===== src/hw/tsc_defines.svh =====
/*
  register map, field positions, reset values and timing counts of the tuner
  configuration bank. assumes a 250 MHz core clock and 32-bit APB data.
*/
`ifndef TSC_DEFINES_SVH
`define TSC_DEFINES_SVH

// ---------------------------------------------------------------------------
// register indices and byte addresses
// ---------------------------------------------------------------------------
`define TSC_CFG1_IDX 12'h004
`define TSC_CFG2_IDX 12'h005
`define TSC_CFG1_ADDR (`TSC_CFG1_IDX << 2)
`define TSC_CFG2_ADDR (`TSC_CFG2_IDX << 2)
`define TSC_EXT_ADDR 12'h018
`define TSC_STAT_ADDR 12'h01c
`define TSC_CLR_ADDR 12'h020
`define TSC_IEN_ADDR 12'h024
`define TSC_LIVE_ADDR 12'h028

// ---------------------------------------------------------------------------
// reset values and writable masks
// ---------------------------------------------------------------------------
`define TSC_CFG1_RST 16'h0000
`define TSC_CFG2_RST 16'h0000
`define TSC_CFG1_WMASK 16'hdcff
`define TSC_EV_RST 3'h0

// ---------------------------------------------------------------------------
// field positions
// ---------------------------------------------------------------------------
`define TSC_RDS_IEN_BIT 15
`define TSC_TUNE_IEN_BIT 14
`define TSC_RDS_EN_BIT 12
`define TSC_DEEMPH_BIT 11
`define TSC_AGC_OFF_BIT 10
`define TSC_BLEND_LSB 6
`define TSC_PIN1_LSB 0
`define TSC_SEEK_LSB 8
`define TSC_BAND_LSB 6
`define TSC_SPACE_LSB 4
`define TSC_VOL_LSB 0

// ---------------------------------------------------------------------------
// analog figures and timing
// ---------------------------------------------------------------------------
`define TSC_DEEMPH_SLOW_US 7'h4b
`define TSC_DEEMPH_FAST_US 7'h32
`define TSC_BLEND_LO_0 8'h1f
`define TSC_BLEND_LO_1 8'h25
`define TSC_BLEND_LO_2 8'h13
`define TSC_BLEND_LO_3 8'h19
`define TSC_BASE_WIDE_KHZ 19'h155cc
`define TSC_BASE_LOW_KHZ 19'h128e0
`define TSC_SPACE_200_KHZ 8'hc8
`define TSC_SPACE_100_KHZ 8'h64
`define TSC_SPACE_50_KHZ 8'h32
`define TSC_EXT_ATTEN_DB 6'h1e
`define TSC_PULSE_MS 5
`define TSC_CLK_KHZ 250000
`define TSC_PULSE_CYCLES (`TSC_PULSE_MS * `TSC_CLK_KHZ)

`endif


===== src/hw/tsc_pkg.sv =====
/*
  shared types of the tuner configuration bank.
  assumes nothing beyond a SystemVerilog compiler.
*/
package tsc_pkg;
  // pin drive codes
  typedef enum logic [1:0] {
    PIN_HIZ = 2'h0,
    PIN_SPECIAL = 2'h1,
    PIN_LOW = 2'h2,
    PIN_HIGH = 2'h3
  } tsc_pin_mode_t;

  // interrupt pulse sequencer
  typedef enum logic {
    PS_IDLE,
    PS_LOW
  } tsc_pulse_state_t;
endpackage


===== src/hw/tsc_pulse_if.sv =====
/*
  carrier between the register bank and its interrupt pulse generator.
  assumes both ends share one clock.
*/
`timescale 1ns/1ps
interface tsc_pulse_if;
  logic trig;
  logic busy;

  modport ctrl (output trig, input busy);
  modport gen (input trig, output busy);
endinterface


===== src/hw/tsc_pulse_gen.sv =====
/*
  one-shot low-pulse timer for the interrupt pin.
  assumes trig is a one-cycle pulse synchronous to CLOCK.
*/
`timescale 1ns/1ps
`include "tsc_defines.svh"
module tsc_pulse_gen
  import tsc_pkg::*;
#(
  parameter int PULSE_CYCLES = `TSC_PULSE_CYCLES
) (
  // clock and reset
  input wire logic clk,
  input wire logic rst,
  // control side
  tsc_pulse_if.gen pif
);
  localparam int CW = $clog2(PULSE_CYCLES + 1);
  localparam logic [CW-1:0] LAST = CW'(PULSE_CYCLES - 1);

  tsc_pulse_state_t state;
  logic [CW-1:0] cnt;
  wire cnt_done = (cnt == LAST);

  // elaboration guard
  generate
    if (PULSE_CYCLES < 1) begin : g_bad_len
      $error("pulse length must be at least one cycle");
    end
  endgenerate

  // a new event restarts the pulse so no event is swallowed silently
  always_ff @(posedge clk or posedge rst) begin
    if (rst) begin
      state <= PS_IDLE;
      cnt <= '0;
    end else begin
      case (state)
        PS_IDLE: begin
          if (pif.trig) begin
            state <= PS_LOW;
            cnt <= '0;
          end
        end
        PS_LOW: begin
          if (pif.trig) begin
            cnt <= '0;
          end else if (cnt_done) begin
            state <= PS_IDLE;
          end else begin
            cnt <= cnt + CW'(1);
          end
        end
        default: state <= PS_IDLE;
      endcase
    end
  end

  assign pif.busy = (state == PS_LOW);

  chk_pulse_full_len: assert property (@(posedge clk) disable iff (rst)
    $fell(pif.busy) |-> $past(cnt) == LAST)
    else $error("interrupt pulse ended at wrong length");
endmodule


===== src/hw/tsc_cfg_regs.sv =====
/*
  tuner system configuration bank: two configuration words behind APB,
  their pin, blend, seek, band, spacing and volume decode, and the
  interrupt pulse on pin 2.
  assumes event and signal-strength inputs are synchronous to CLOCK and
  that the pin pads resolve the level from the output enables.
*/
// The APB slave port was left to the implementer.
// Overview of operation
// - rds ready rise pulses pin2 low 5ms
// - tune done rise pulses pin2 low 5ms
// - interrupt mode holds pin2 high otherwise
// - pin codes: 00 hiz, 10 low, 11 high
// - pin3 code 01 shows stereo indicator
// - deemphasis 0 gives 75us, 1 gives 50us
// - gain control runs unless disable bit set
// - blend field selects signal-strength window
// - stereo flag when strength above window floor
// - seek rejects channels below threshold
// - band codes select base, 11 reserved
// - spacing codes give 200, 100, 50 kHz
// - volume 0 mutes, else log steps
// - extended range subtracts 30 dB more
// - frequency is spacing times channel plus base
// - tune completion sets tune done flag
`timescale 1ns/1ps
`include "tsc_defines.svh"
module tsc_cfg_regs
  import tsc_pkg::*;
#(
  parameter int PULSE_CYCLES = `TSC_PULSE_CYCLES
) (
  // clock and reset
  input wire logic CLOCK,
  input wire logic RST,
  // apb slave
  input wire logic PSEL,
  input wire logic PENABLE,
  input wire logic PWRITE,
  input wire logic [11:0] PADDR,
  input wire logic [31:0] PWDATA,
  output logic [31:0] PRDATA,
  output logic PREADY,
  output logic PSLVERR,
  // receiver events and measurements
  input wire logic RDS_GROUP_READY,
  input wire logic RDS_FLAG_CLEAR,
  input wire logic TUNE_COMPLETE,
  input wire logic TUNE_FLAG_CLEAR,
  input wire logic [7:0] SIGNAL_RSSI,
  input wire logic [9:0] TUNE_CHANNEL,
  // receiver controls
  output logic RDS_DECODE_EN,
  output logic [6:0] DEEMPH_TC_US,
  output logic GAIN_CTRL_ON,
  output logic [7:0] BLEND_LOW_DBUV,
  output logic STEREO_FLAG,
  output logic SEEK_CHAN_VALID,
  output logic [18:0] TUNED_FREQ_KHZ,
  output logic AUDIO_MUTE,
  output logic [5:0] AUDIO_ATTEN_DB,
  // general purpose pins
  input wire logic [2:0] PIN_IN,
  output logic [2:0] PIN_OUT,
  output logic [2:0] PIN_OE,
  // interrupt
  output logic IRQ
);
  // ---------------------------------------------------------------------------
  // register state
  // ---------------------------------------------------------------------------
  logic [15:0] system_config_one;
  logic [15:0] system_config_two;
  logic gain_range_ext;
  logic [2:0] irq_status;
  logic [2:0] irq_enable;
  logic rds_ready_flag;
  logic tune_done_flag;
  logic rds_prev;
  logic tune_prev;
  logic stereo_prev;
  logic [18:0] freq_calc;

  tsc_pulse_if pif();

  tsc_pulse_gen #(.PULSE_CYCLES(PULSE_CYCLES)) u_pulse (
    .clk(CLOCK),
    .rst(RST),
    .pif(pif)
  );

  // ---------------------------------------------------------------------------
  // apb decode
  // ---------------------------------------------------------------------------
  wire setup = PSEL && !PENABLE;
  wire wr_fire = PSEL && PENABLE && PWRITE;
  wire hit_cfg1 = (PADDR == `TSC_CFG1_ADDR);
  wire hit_cfg2 = (PADDR == `TSC_CFG2_ADDR);
  wire hit_ext = (PADDR == `TSC_EXT_ADDR);
  wire hit_stat = (PADDR == `TSC_STAT_ADDR);
  wire hit_clr = (PADDR == `TSC_CLR_ADDR);
  wire hit_ien = (PADDR == `TSC_IEN_ADDR);
  wire hit_live = (PADDR == `TSC_LIVE_ADDR);
  wire mapped = hit_cfg1 | hit_cfg2 | hit_ext | hit_stat | hit_clr | hit_ien | hit_live;
  wire [2:0] clr_req = (wr_fire && hit_clr) ? PWDATA[2:0] : 3'h0;

  // zero-wait slave; unmapped addresses answer with an error
  assign PREADY = 1'b1;
  assign PSLVERR = PSEL && PENABLE && !mapped;

  // read mux, sampled in the setup cycle so read data leave a flip-flop
  wire [31:0] next_rdata =
    hit_cfg1 ? {16'h0000, system_config_one} :
    hit_cfg2 ? {16'h0000, system_config_two} :
    hit_ext ? {31'h00000000, gain_range_ext} :
    hit_stat ? {29'h00000000, irq_status} :
    hit_ien ? {29'h00000000, irq_enable} :
    hit_live ? {28'h0000000, pif.busy, STEREO_FLAG, tune_done_flag, rds_ready_flag} :
    32'h00000000;

  always_ff @(posedge CLOCK or posedge RST) begin
    if (RST) begin
      PRDATA <= 32'h00000000;
    end else if (setup) begin
      PRDATA <= next_rdata;
    end
  end

  // reserved bits are masked so they always read zero
  always_ff @(posedge CLOCK or posedge RST) begin
    if (RST) begin
      system_config_one <= `TSC_CFG1_RST;
      system_config_two <= `TSC_CFG2_RST;
      gain_range_ext <= 1'b0;
      irq_enable <= `TSC_EV_RST;
    end else if (wr_fire) begin
      if (hit_cfg1) system_config_one <= PWDATA[15:0] & `TSC_CFG1_WMASK;
      if (hit_cfg2) system_config_two <= PWDATA[15:0];
      if (hit_ext) gain_range_ext <= PWDATA[0];
      if (hit_ien) irq_enable <= PWDATA[2:0];
    end
  end

  // ---------------------------------------------------------------------------
  // field decode
  // ---------------------------------------------------------------------------
  wire rds_ready_irq_en = system_config_one[`TSC_RDS_IEN_BIT];
  wire tune_done_irq_en = system_config_one[`TSC_TUNE_IEN_BIT];
  wire rds_en = system_config_one[`TSC_RDS_EN_BIT];
  wire deemph_sel = system_config_one[`TSC_DEEMPH_BIT];
  wire gain_ctrl_off = system_config_one[`TSC_AGC_OFF_BIT];
  wire [1:0] blend_window_sel = system_config_one[`TSC_BLEND_LSB +: 2];
  wire [7:0] seek_level_min = system_config_two[`TSC_SEEK_LSB +: 8];
  wire [1:0] band_sel = system_config_two[`TSC_BAND_LSB +: 2];
  wire [1:0] space_sel = system_config_two[`TSC_SPACE_LSB +: 2];
  wire [3:0] volume = system_config_two[`TSC_VOL_LSB +: 4];
  wire [5:0] pin_modes = system_config_one[`TSC_PIN1_LSB +: 6];
  wire pin2_irq_mode = (tsc_pin_mode_t'(pin_modes[3:2]) == PIN_SPECIAL);

  // blend window floor per code
  wire [7:0] blend_low =
    (blend_window_sel == 2'h0) ? `TSC_BLEND_LO_0 :
    (blend_window_sel == 2'h1) ? `TSC_BLEND_LO_1 :
    (blend_window_sel == 2'h2) ? `TSC_BLEND_LO_2 : `TSC_BLEND_LO_3;
  wire stereo_now = SIGNAL_RSSI > blend_low;

  // code 11 of spacing is undefined; it falls back to the finest step
  wire [7:0] space_khz =
    (space_sel == 2'h0) ? `TSC_SPACE_200_KHZ :
    (space_sel == 2'h1) ? `TSC_SPACE_100_KHZ : `TSC_SPACE_50_KHZ;
  wire [18:0] band_base = (band_sel == 2'h0) ? `TSC_BASE_WIDE_KHZ
                                             : `TSC_BASE_LOW_KHZ;
  wire [18:0] next_freq = 19'(space_khz) * 19'(TUNE_CHANNEL) + band_base;

  // 2 dB per code step: code 1 is 28 dB down, code 15 is 0 dB
  wire [5:0] base_atten = 6'h1e - {1'b0, volume, 1'b0};
  wire [5:0] next_atten = gain_range_ext ? base_atten + `TSC_EXT_ATTEN_DB
                                         : base_atten;
  wire next_mute = (volume == 4'h0);

  // ---------------------------------------------------------------------------
  // flags and interrupt pulse
  // ---------------------------------------------------------------------------
  // set wins over clear so a completion in the clear cycle is kept
  always_ff @(posedge CLOCK or posedge RST) begin
    if (RST) begin
      rds_ready_flag <= 1'b0;
      tune_done_flag <= 1'b0;
    end else begin
      if (rds_en && RDS_GROUP_READY) rds_ready_flag <= 1'b1;
      else if (RDS_FLAG_CLEAR) rds_ready_flag <= 1'b0;
      if (TUNE_COMPLETE) tune_done_flag <= 1'b1;
      else if (TUNE_FLAG_CLEAR) tune_done_flag <= 1'b0;
    end
  end

  // edge history for rising-flag and stereo-change detection
  always_ff @(posedge CLOCK or posedge RST) begin
    if (RST) begin
      rds_prev <= 1'b0;
      tune_prev <= 1'b0;
      stereo_prev <= 1'b0;
    end else begin
      rds_prev <= rds_ready_flag;
      tune_prev <= tune_done_flag;
      stereo_prev <= STEREO_FLAG;
    end
  end

  wire rds_rise = rds_ready_flag && !rds_prev;
  wire tune_rise = tune_done_flag && !tune_prev;
  wire stereo_chg = STEREO_FLAG != stereo_prev;
  assign pif.trig = pin2_irq_mode &&
    ((rds_rise && rds_ready_irq_en) || (tune_rise && tune_done_irq_en));

  // sticky status, set has priority over a clear in the same cycle
  wire [2:0] events = {stereo_chg, tune_rise, rds_rise};
  wire [2:0] next_status = (irq_status & ~clr_req) | events;

  always_ff @(posedge CLOCK or posedge RST) begin
    if (RST) begin
      irq_status <= `TSC_EV_RST;
    end else begin
      irq_status <= next_status;
    end
  end

  assign IRQ = |(irq_status & irq_enable);

  // ---------------------------------------------------------------------------
  // pin drivers
  // ---------------------------------------------------------------------------
  // special function per pin: pin1 has none, pin2 interrupt, pin3 stereo
  wire [2:0] special_val = {STEREO_FLAG, !pif.busy, 1'b0};
  wire [2:0] special_ok = 3'h6; // pin1 code 01 stays floating
  logic [2:0] next_pin_out;
  logic [2:0] next_pin_oe;

  genvar gi;
  generate
    for (gi = 0; gi < 3; gi++) begin : g_pin
      wire [1:0] m = pin_modes[2*gi +: 2];
      assign next_pin_oe[gi] = (m == PIN_LOW) || (m == PIN_HIGH) ||
                               ((m == PIN_SPECIAL) && special_ok[gi]);
      assign next_pin_out[gi] = (m == PIN_HIGH) ||
                                ((m == PIN_SPECIAL) && special_val[gi]);
    end
  endgenerate

  // registered outputs; each lands one cycle after its inputs, so pin2 and pin3 trail pif.trig and SIGNAL_RSSI by two
  always_ff @(posedge CLOCK or posedge RST) begin
    if (RST) begin
      PIN_OUT <= 3'h0;
      PIN_OE <= 3'h0;
      STEREO_FLAG <= 1'b0;
      SEEK_CHAN_VALID <= 1'b0;
      freq_calc <= `TSC_BASE_WIDE_KHZ;
      AUDIO_MUTE <= 1'b1;
      AUDIO_ATTEN_DB <= 6'h00;
    end else begin
      PIN_OUT <= next_pin_out;
      PIN_OE <= next_pin_oe;
      STEREO_FLAG <= stereo_now;
      SEEK_CHAN_VALID <= SIGNAL_RSSI >= seek_level_min;
      freq_calc <= next_freq;
      AUDIO_MUTE <= next_mute;
      AUDIO_ATTEN_DB <= next_mute ? 6'h00 : next_atten;
    end
  end

  // static controls follow the configuration word directly; TUNED_FREQ_KHZ follows the registered freq_calc
  assign TUNED_FREQ_KHZ = freq_calc;
  assign RDS_DECODE_EN = rds_en;
  assign DEEMPH_TC_US = deemph_sel ? `TSC_DEEMPH_FAST_US : `TSC_DEEMPH_SLOW_US;
  assign GAIN_CTRL_ON = !gain_ctrl_off;
  assign BLEND_LOW_DBUV = blend_low;

  // ---------------------------------------------------------------------------
  // checks
  // ---------------------------------------------------------------------------
  chk_rds_pulse_start: assert property (@(posedge CLOCK) disable iff (RST)
    rds_rise && rds_ready_irq_en && pin2_irq_mode |=> ##1 PIN_OE[1] && !PIN_OUT[1])
    else $error("rds event gave no low pulse on pin2");
  chk_tune_pulse_start: assert property (@(posedge CLOCK) disable iff (RST)
    TUNE_COMPLETE && !tune_done_flag && tune_done_irq_en && pin2_irq_mode
      ##1 pin2_irq_mode [*2] |=> !PIN_OUT[1])
    else $error("tune completion gave no low pulse on pin2");
  chk_pin2_idle_high: assert property (@(posedge CLOCK) disable iff (RST)
    pin2_irq_mode && !pif.busy |=> PIN_OE[1] && PIN_OUT[1])
    else $error("pin2 not high outside an interrupt pulse");
  chk_pin_fixed_codes: assert property (@(posedge CLOCK) disable iff (RST)
    pin_modes[1:0] == 2'h2 |=> PIN_OE[0] && !PIN_OUT[0])
    else $error("pin1 low code not driving low");
  chk_pin_hiz_code: assert property (@(posedge CLOCK) disable iff (RST)
    pin_modes[5:4] == 2'h0 |=> !PIN_OE[2])
    else $error("pin3 driven in high impedance code");
  chk_stereo_pin: assert property (@(posedge CLOCK) disable iff (RST)
    pin_modes[5:4] == 2'h1 ##1 pin_modes[5:4] == 2'h1 |=> PIN_OUT[2] == $past(STEREO_FLAG))
    else $error("pin3 not following stereo indicator");
  chk_deemph_sel: assert property (@(posedge CLOCK) disable iff (RST)
    DEEMPH_TC_US == (deemph_sel ? 7'h32 : 7'h4b))
    else $error("de-emphasis time constant wrong");
  chk_agc_off: assert property (@(posedge CLOCK) disable iff (RST)
    GAIN_CTRL_ON != system_config_one[10])
    else $error("gain control state does not match disable bit");
  chk_stereo_floor: assert property (@(posedge CLOCK) disable iff (RST)
    blend_window_sel == 2'h2 && SIGNAL_RSSI == 8'h14 |=> STEREO_FLAG)
    else $error("stereo flag not set above window floor");
  chk_seek_reject: assert property (@(posedge CLOCK) disable iff (RST)
    SIGNAL_RSSI < system_config_two[15:8] |=> !SEEK_CHAN_VALID)
    else $error("weak channel accepted by seek");
  chk_band_freq: assert property (@(posedge CLOCK) disable iff (RST)
    band_sel == 2'h1 && space_sel == 2'h1 && TUNE_CHANNEL == 10'h00a
      |=> TUNED_FREQ_KHZ == 19'h12cc8)
    else $error("tuned frequency wrong for band 01 at 100 kHz");
  chk_volume_ext: assert property (@(posedge CLOCK) disable iff (RST)
    gain_range_ext && volume == 4'hf |=> AUDIO_ATTEN_DB == 6'h1e && !AUDIO_MUTE)
    else $error("extended volume range offset wrong");
  chk_volume_mute: assert property (@(posedge CLOCK) disable iff (RST)
    volume == 4'h0 |=> AUDIO_MUTE && AUDIO_ATTEN_DB == 6'h00)
    else $error("volume zero did not mute");
  chk_rds_gate: assert property (@(posedge CLOCK) disable iff (RST)
    !rds_en && !rds_ready_flag |=> !rds_ready_flag)
    else $error("rds flag set while rds disabled");

  // set side of the flags and the remaining decode corners
  chk_tune_flag_set: assert property (@(posedge CLOCK) disable iff (RST)
    TUNE_COMPLETE |=> tune_done_flag)
    else $error("tune completion did not set the flag");
  chk_rds_flag_set: assert property (@(posedge CLOCK) disable iff (RST)
    rds_en && RDS_GROUP_READY |=> rds_ready_flag)
    else $error("rds group did not set the flag while enabled");
  chk_seek_accept: assert property (@(posedge CLOCK) disable iff (RST)
    SIGNAL_RSSI >= system_config_two[15:8] |=> SEEK_CHAN_VALID)
    else $error("strong channel rejected by seek");
  chk_pin_high_code: assert property (@(posedge CLOCK) disable iff (RST)
    pin_modes[5:4] == 2'h3 |=> PIN_OE[2] && PIN_OUT[2])
    else $error("pin3 high code not driving high");
  chk_stereo_below: assert property (@(posedge CLOCK) disable iff (RST)
    SIGNAL_RSSI <= blend_low |=> !STEREO_FLAG)
    else $error("stereo flag set at or below window floor");
  chk_band_base: assert property (@(posedge CLOCK) disable iff (RST)
    band_sel == 2'h0 && TUNE_CHANNEL == 10'h000 |=> TUNED_FREQ_KHZ == 19'h155cc)
    else $error("tuned frequency wrong at channel zero of band 00");
endmodule


===== config.mk =====
export PLATFORM = sky130hd
export DESIGN_NAME = tsc_cfg_regs
export DESIGN_NICKNAME = d
export VERILOG_FILES = /design/src/hw/tsc_pkg.sv /design/src/hw/tsc_pulse_if.sv /design/src/hw/tsc_pulse_gen.sv /design/src/hw/tsc_cfg_regs.sv
export VERILOG_INCLUDE_DIRS = /design/src /design/src/hw
export SDC_FILE = /design/constraint.sdc
export NUM_CORES = 1
export LEC_CHECK = 0
export BUFFER_PORTS_ARGS = -buffer_cell sky130_fd_sc_hd__buf_2
export CAP_MARGIN = 20
export CORE_MARGIN = 2
export CORE_UTILIZATION = 51
export DETAILED_ROUTE_END_ITERATION = 16
export HOLD_SLACK_MARGIN = 0.12
export PLACE_DENSITY = 0.78
export SLEW_MARGIN = 20
export SYNTH_ARGS = -nofsm -noshare
export SYNTH_HDL_FRONTEND = slang
export SYNTH_SLANG_ARGS = --single-unit

===== constraint.sdc =====
create_clock -name CLOCK -period 4.5 [get_ports CLOCK]
set_input_delay 0.225 -clock CLOCK [delete_from_list [all_inputs] [get_ports CLOCK]]
set_output_delay 0.225 -clock CLOCK [all_outputs]
set_load 0.1 [all_outputs]

# Word-level counts from Yosys, hierarchy flattened
# Cells that the tools add are included.
# op_classes
reduce_logical	39
n_eq_ne	22
n_mux	28
addsub	4
bitwise_logic	11
multipliers	1
magnitude_cmp	2
# op_table
cell	count
$mux 21	3
$eq 12x5->1 const B	4
$pmux 21 s2	1
$eq 12x6->1 const B	3
$mux 16	2
$mux 6	4
$add 21x1->21 const B	1
$eq 21x21->1 const B	1
$mux 4	5
$add 18x17->19	1
$mul 8x10->18	1
$mux 15	1
$eq 2x2->1 const B	7
$mux 7	2
$logic_and 1x1->1	13
$reduce_and 2->1	5
$eq 2x1->1 const B	4
$ge 8x8->1	1
$gt 8x6->1	1
$logic_or 1x1->1	8
$mux 8	1
$mux 1	7
$add 6x5->6 const B	1
$and 3x3->3	2
15 further kinds	28
# word_totals
out_inout_bits	86
register_bits	129
input_bits	74
wordCells	127

# Longest topological paths before layout
# logic_depth
ltp_word	9
depth_mapped	20
mapped_depth_nobuf	19

# Modules after synthesis
# Synthesis repeated with hierarchy kept, for this count alone.
# unflattened
hier_cells	807
area_unflattened_um2	7928.9
# by_module_without_submodules
mod	cells_per_inst	area_each_um2	instances	seq_area_each_um2
tsc_cfg_regs	681	6723.9	1	2239.6
tsc_pulse_gen	126	1204.9	1	550.5

# Least setup slack after synthesis
# Ideal clock, no wire load.
# synth_timing
kind	register to register
from	register system_config_two[5]
to	register freq_calc[17] (netlist: TUNED_FREQ_KHZ[17])
period_less_slack_ns	4.892
setup_ns	0.064
slack_ns	-0.392
path_stages_with_launch	18
t_arrival_ns	4.828
t_required_ns	4.436
n_path_buf	1
path_cell_list	dfrtp_1 > inv_1 > clkbuf_1 > nand2_1 > or2_2 > fa_1 > inv_1 > fa_1 > fa_1 > inv_1 > fa_1 > inv_1 > ha_1 > or3_4 > o22a_4 > a311o_1 > nor4b_2 > a211o_1
# synth_between
elab_chain_len	5
word_cells_on_any_way	6
cone_classes	add/sub (1); mul (1); eq/ne (1); mux (2); reduce/logical (1)
# synth_rtl
element	line_no	rtl
start, declared	tsc_cfg_regs.sv:73	logic [15:0] system_config_two;
start signal, assigned	tsc_cfg_regs.sv:133	system_config_two <= `TSC_CFG2_RST;
start signal, assigned	tsc_cfg_regs.sv:138	if (hit_cfg2) system_config_two <= PWDATA[15:0];
$eq 2x1->1	tsc_cfg_regs.sv:170	(space_sel == 2'h1) ? `TSC_SPACE_100_KHZ : `TSC_SPACE_50_KHZ;
$mux 7 (no source line)	-	
$mux 8 (no source line) *	-	
$mul 8x10->18 *	tsc_cfg_regs.sv:173	wire [18:0] next_freq = 19'(space_khz) * 19'(TUNE_CHANNEL) + band_base;
$add 18x17->19 *	tsc_cfg_regs.sv:173	
net next_freq[17]	tsc_cfg_regs.sv:173	
end signal, assigned	tsc_cfg_regs.sv:257	freq_calc <= `TSC_BASE_WIDE_KHZ;
end signal, assigned	tsc_cfg_regs.sv:265	freq_calc <= next_freq;
end, declared	tsc_cfg_regs.sv:82	logic [18:0] freq_calc;
# The timed path passes the listed nets; every way through them passes the cells marked *.
# A chain may end at the register's enable or synchronous reset.

# Worst setup path after layout
# Same ends and word-level chain as after synthesis.

==> impl_metrics.tcl <==
set metrics [dict create \
    status "complete, but fails checks" \
    violations "setup timing" \
    multiInputGateArea_mm2 0.00460 \
    cts_root_buf "clkbuf_16" \
    synth_area_leaders "dfrtp_1 32%, fa_1 11%, ha_1 11%, inv_1 6.2%, nand2_1 3.7%" \
    avgSynthCellArea_um2 9.58 \
    drt-total-wl_um 18400 \
    ys_seq_area_share_pct 35.4 \
    yosysWarnings 0 \
    synth_area_leader_cell "dfrtp_1" \
    yosysUniqueCellTypes 65 \
    regArea_mm2 0.00279 \
    fmax_ghz 0.217 \
    num_vias 6286 \
    grt_pass1_wl_um 29800 \
    cap_violations 0 \
    clk_pin_slew_worst_paths_ns 0.08 \
    irDropWorstVdd_v 0.000511 \
    critPathMaxStageDelay_ns 0.56 \
    crit_slowest_cell "fa_1" \
    core_area_mm2 0.0151 \
    h-tree-depth 3 \
    path_max_fanout 7 \
    insertion_delay_ns 0.36 \
    syn_area_mm2 0.00789 \
    synthArstFlopShare_pct 100 \
    initial_core_util_pct 52.1 \
    clockBufferDepth 2 \
    ant_nets 0 \
    place.gp.congestion 0.911 \
    die_y_um 128 \
    antennaDiodeCount 0 \
    grt_overflow 0 \
    place_hpwl_um 13300 \
    grt_pass1_vias 6192 \
    setup_viol 5 \
    synth.ff_latch_count 111 \
    hold_viol_final 0 \
    synth_top_area_share_pct 32.0 \
    finalSetupTns_ns -0.281 \
    cp_data_arrival_time_ns 4.91 \
    skew_ns 0.00889 \
    endpoint_kind "flop" \
    grtUsageTotal_pct 22.8 \
    crit_required_ns 4.80 \
    fin_nets 1201 \
    rsz0062_at_grt "true" \
    power_leakage_nw 5.08 \
    io_pins 160 \
    crit_chain "clkinv_4 -> nand2_4 -> buf_4 -> buf_4 -> buf_4 -> fa_1 -> inv_1 -> fa_1 -> inv_1 -> fa_1 -> fa_1 -> inv_1 -> ha_4 -> nand3_1 -> inv_1 -> a311o_1 -> nor4b_2 -> a211o_1" \
    dieArea_mm2 0.0165 \
    clock-sinks 111 \
    drt_first_pass_iters 5 \
    cts-buffers-inserted 9 \
    synth_edf_count 0 \
    finalCritPeriodShare_pct 102 \
    drive_above_1_share_pct 28.9 \
    worst-path-buf-inv 8 \
    fp.dieW_um 128 \
    synth_cells 824 \
    drc 0 \
    startpoint_type "flop" \
    wl_per_cell_um 15.3 \
    cts_tree "done" \
    io_buffer_count 116 \
    grt_max_degree 69 \
    min_period_ns 4.60 \
    maxSlewViolCount 0 \
    area_delta_synth_final_pct 23.9 \
    critPathTopFamily "adder cells" \
    worstSetupPathType "reg -> reg" \
    avgViaCountPerCell 5.21 \
    synth_ff_type "dfrtp_1" \
    tightest_slew_ns 1.11 \
    drt-initial-drc-count 366 \
    min-delay-path-class "in -> reg" \
    setup_ws_ns -0.105 \
    power_density_mw_per_mm2 338 \
    num_rows 45 \
    relSlewSlack_pct 25.8 \
    antenna_found_initial 0 \
    fill_cells 1143 \
    pre_cts_slack_ns -0.253 \
]
registers in the layout, indices dropped and copies added (netlist names):
name               flops
PIN_OUT                3
STEREO_FLAG            1
AUDIO_MUTE             1
SEEK_CHAN_VALID        1
tune_done_flag         1
PRDATA                16
irq_status             3
rds_ready_flag         1
irq_enable             3
u_pulse.pif.busy       1
system_config_one     13
system_config_two     16
gain_range_ext         1
u_pulse.cnt           21
TUNED_FREQ_KHZ        18
rds_prev               1
stereo_prev            1
PIN_OE                 3
tune_prev              1
AUDIO_ATTEN_DB         5
worst paths after layout:
check,cells past startpoint,slack (ns),endpoint,startpoint
hold reg to reg,0,0.43,rds_prev,rds_ready_flag
setup / recovery,18,-0.10,TUNED_FREQ_KHZ[17],system_config_two[5]
min in group asynchronous,3,0.58,AUDIO_ATTEN_DB[4],RST
hold / removal,3,0.12,system_config_one[3],PWDATA[3]
setup reg to reg,18,-0.10,TUNED_FREQ_KHZ[17],system_config_two[5]
max in group asynchronous,4,2.82,system_config_two[10],RST
synth_stat cells (all sizes together) (12+ instances only):
cell type and count:
inv 130, ha 70, nand3 16, xnor2 21, a21oi 20, clkbuf 15, nor2b 22, a22oi 12
o21ai 52, nor2 54, dfrtp 101, xor2 16, nand2 79, fa 44, buf 32, mux2 16
worst min-delay path: cells and delay by family:
kind / cells / cell delay (ns)
AOI/OAI and AO/OA: 1 / 0.06
and+or+nand+nor: 1 / 0.05
buffers and inverters: 1 / 0.11
layout make-up:
cell class	instances	share of cell area, %
multi-input combinational	558	47.1
timing repair buffer	202	13.3
timing repair inverter	1	0.115
clock inverter	7	1.14
clock buffer	9	2.30
inverter	130	5.07
tap	188	2.41
sequential	111	28.6
stage by stage:
stage | total power [mW] | cells | instance area, um^2 | hold WS, ns | utilization (%)
global placement | 2.31 | 1156 | 8930 | 0.402 | 59.0
CTS | 3.28 | 1199 | 9650 | 0.122 | 63.7
floorplan | 2.06 | 846 | 8050 | 0.317 | -
global route | 3.47 | 1206 | 9780 | 0.152 | 64.5
finish | 3.31 | 1206 | 9780 | 0.125 | 64.5
detailed placement | 2.33 | 1156 | 8930 | 0.411 | 59.0
logic make-up after synthesis:
logic type	Yosys count	synth area share (%)
adder cells (fa/ha/maj)	114	22.3
buffers and inverters	177	9.82
XOR/XNOR	37	4.11
other	2	0.0952
AO/OA/AOI/OAI	125	10.3
multiplexers	18	2.54
flip-flops	111	35.4
AND/OR/NAND/NOR	240	15.5
layer usage:
layer | vias up | wire (um) | global-route usage, %
met4 | 0 | 549 | 10.3
met5 | - | 0 | 0
li1 | 3019 | - | -
met1 | 3058 | 7990 | 30.7
met3 | 39 | 738 | 3.12
met2 | 170 | 9120 | 37.2
layout by cell type (no fill, tap or decap), types with 10 or more instances in the layout:
master         count
inv_1            125
buf_2            117
dfrtp_1           99
nand2_1           72
ha_1              62
buf_4             60
nor2_1            52
o21ai_0           46
fa_1              43
conb_1            24
xnor2_1           19
nor2b_1           17
xor2_1            16
mux2_2            16
dlygate4sd3_1     16
nand3_1           15
a21oi_1           15
a22oi_1           12
dfstp_2           10
what timing repair did:
item,4_1_cts,5_1_grt
setup endpoints to repair,6,8
buffers inserted,9,8
pin swaps,32,16
hold buffers,16,0
endpoints found under the hold margin,78,0
cloned,2,0
gates resized for setup,35,19
power by group:
part / switching, mW / internal (mW) / total [mW] / leakage (nW)
sequential: 0.0185 / 1.08 / 1.10 / 1.35
clock: 0.401 / 0.499 / 0.901 / 0.163
combinational: 0.898 / 0.412 / 1.31 / 3.56
total: 1.32 / 1.99 / 3.31 / 5.08
No activity file was read; power rests on OpenSTA's default activity.
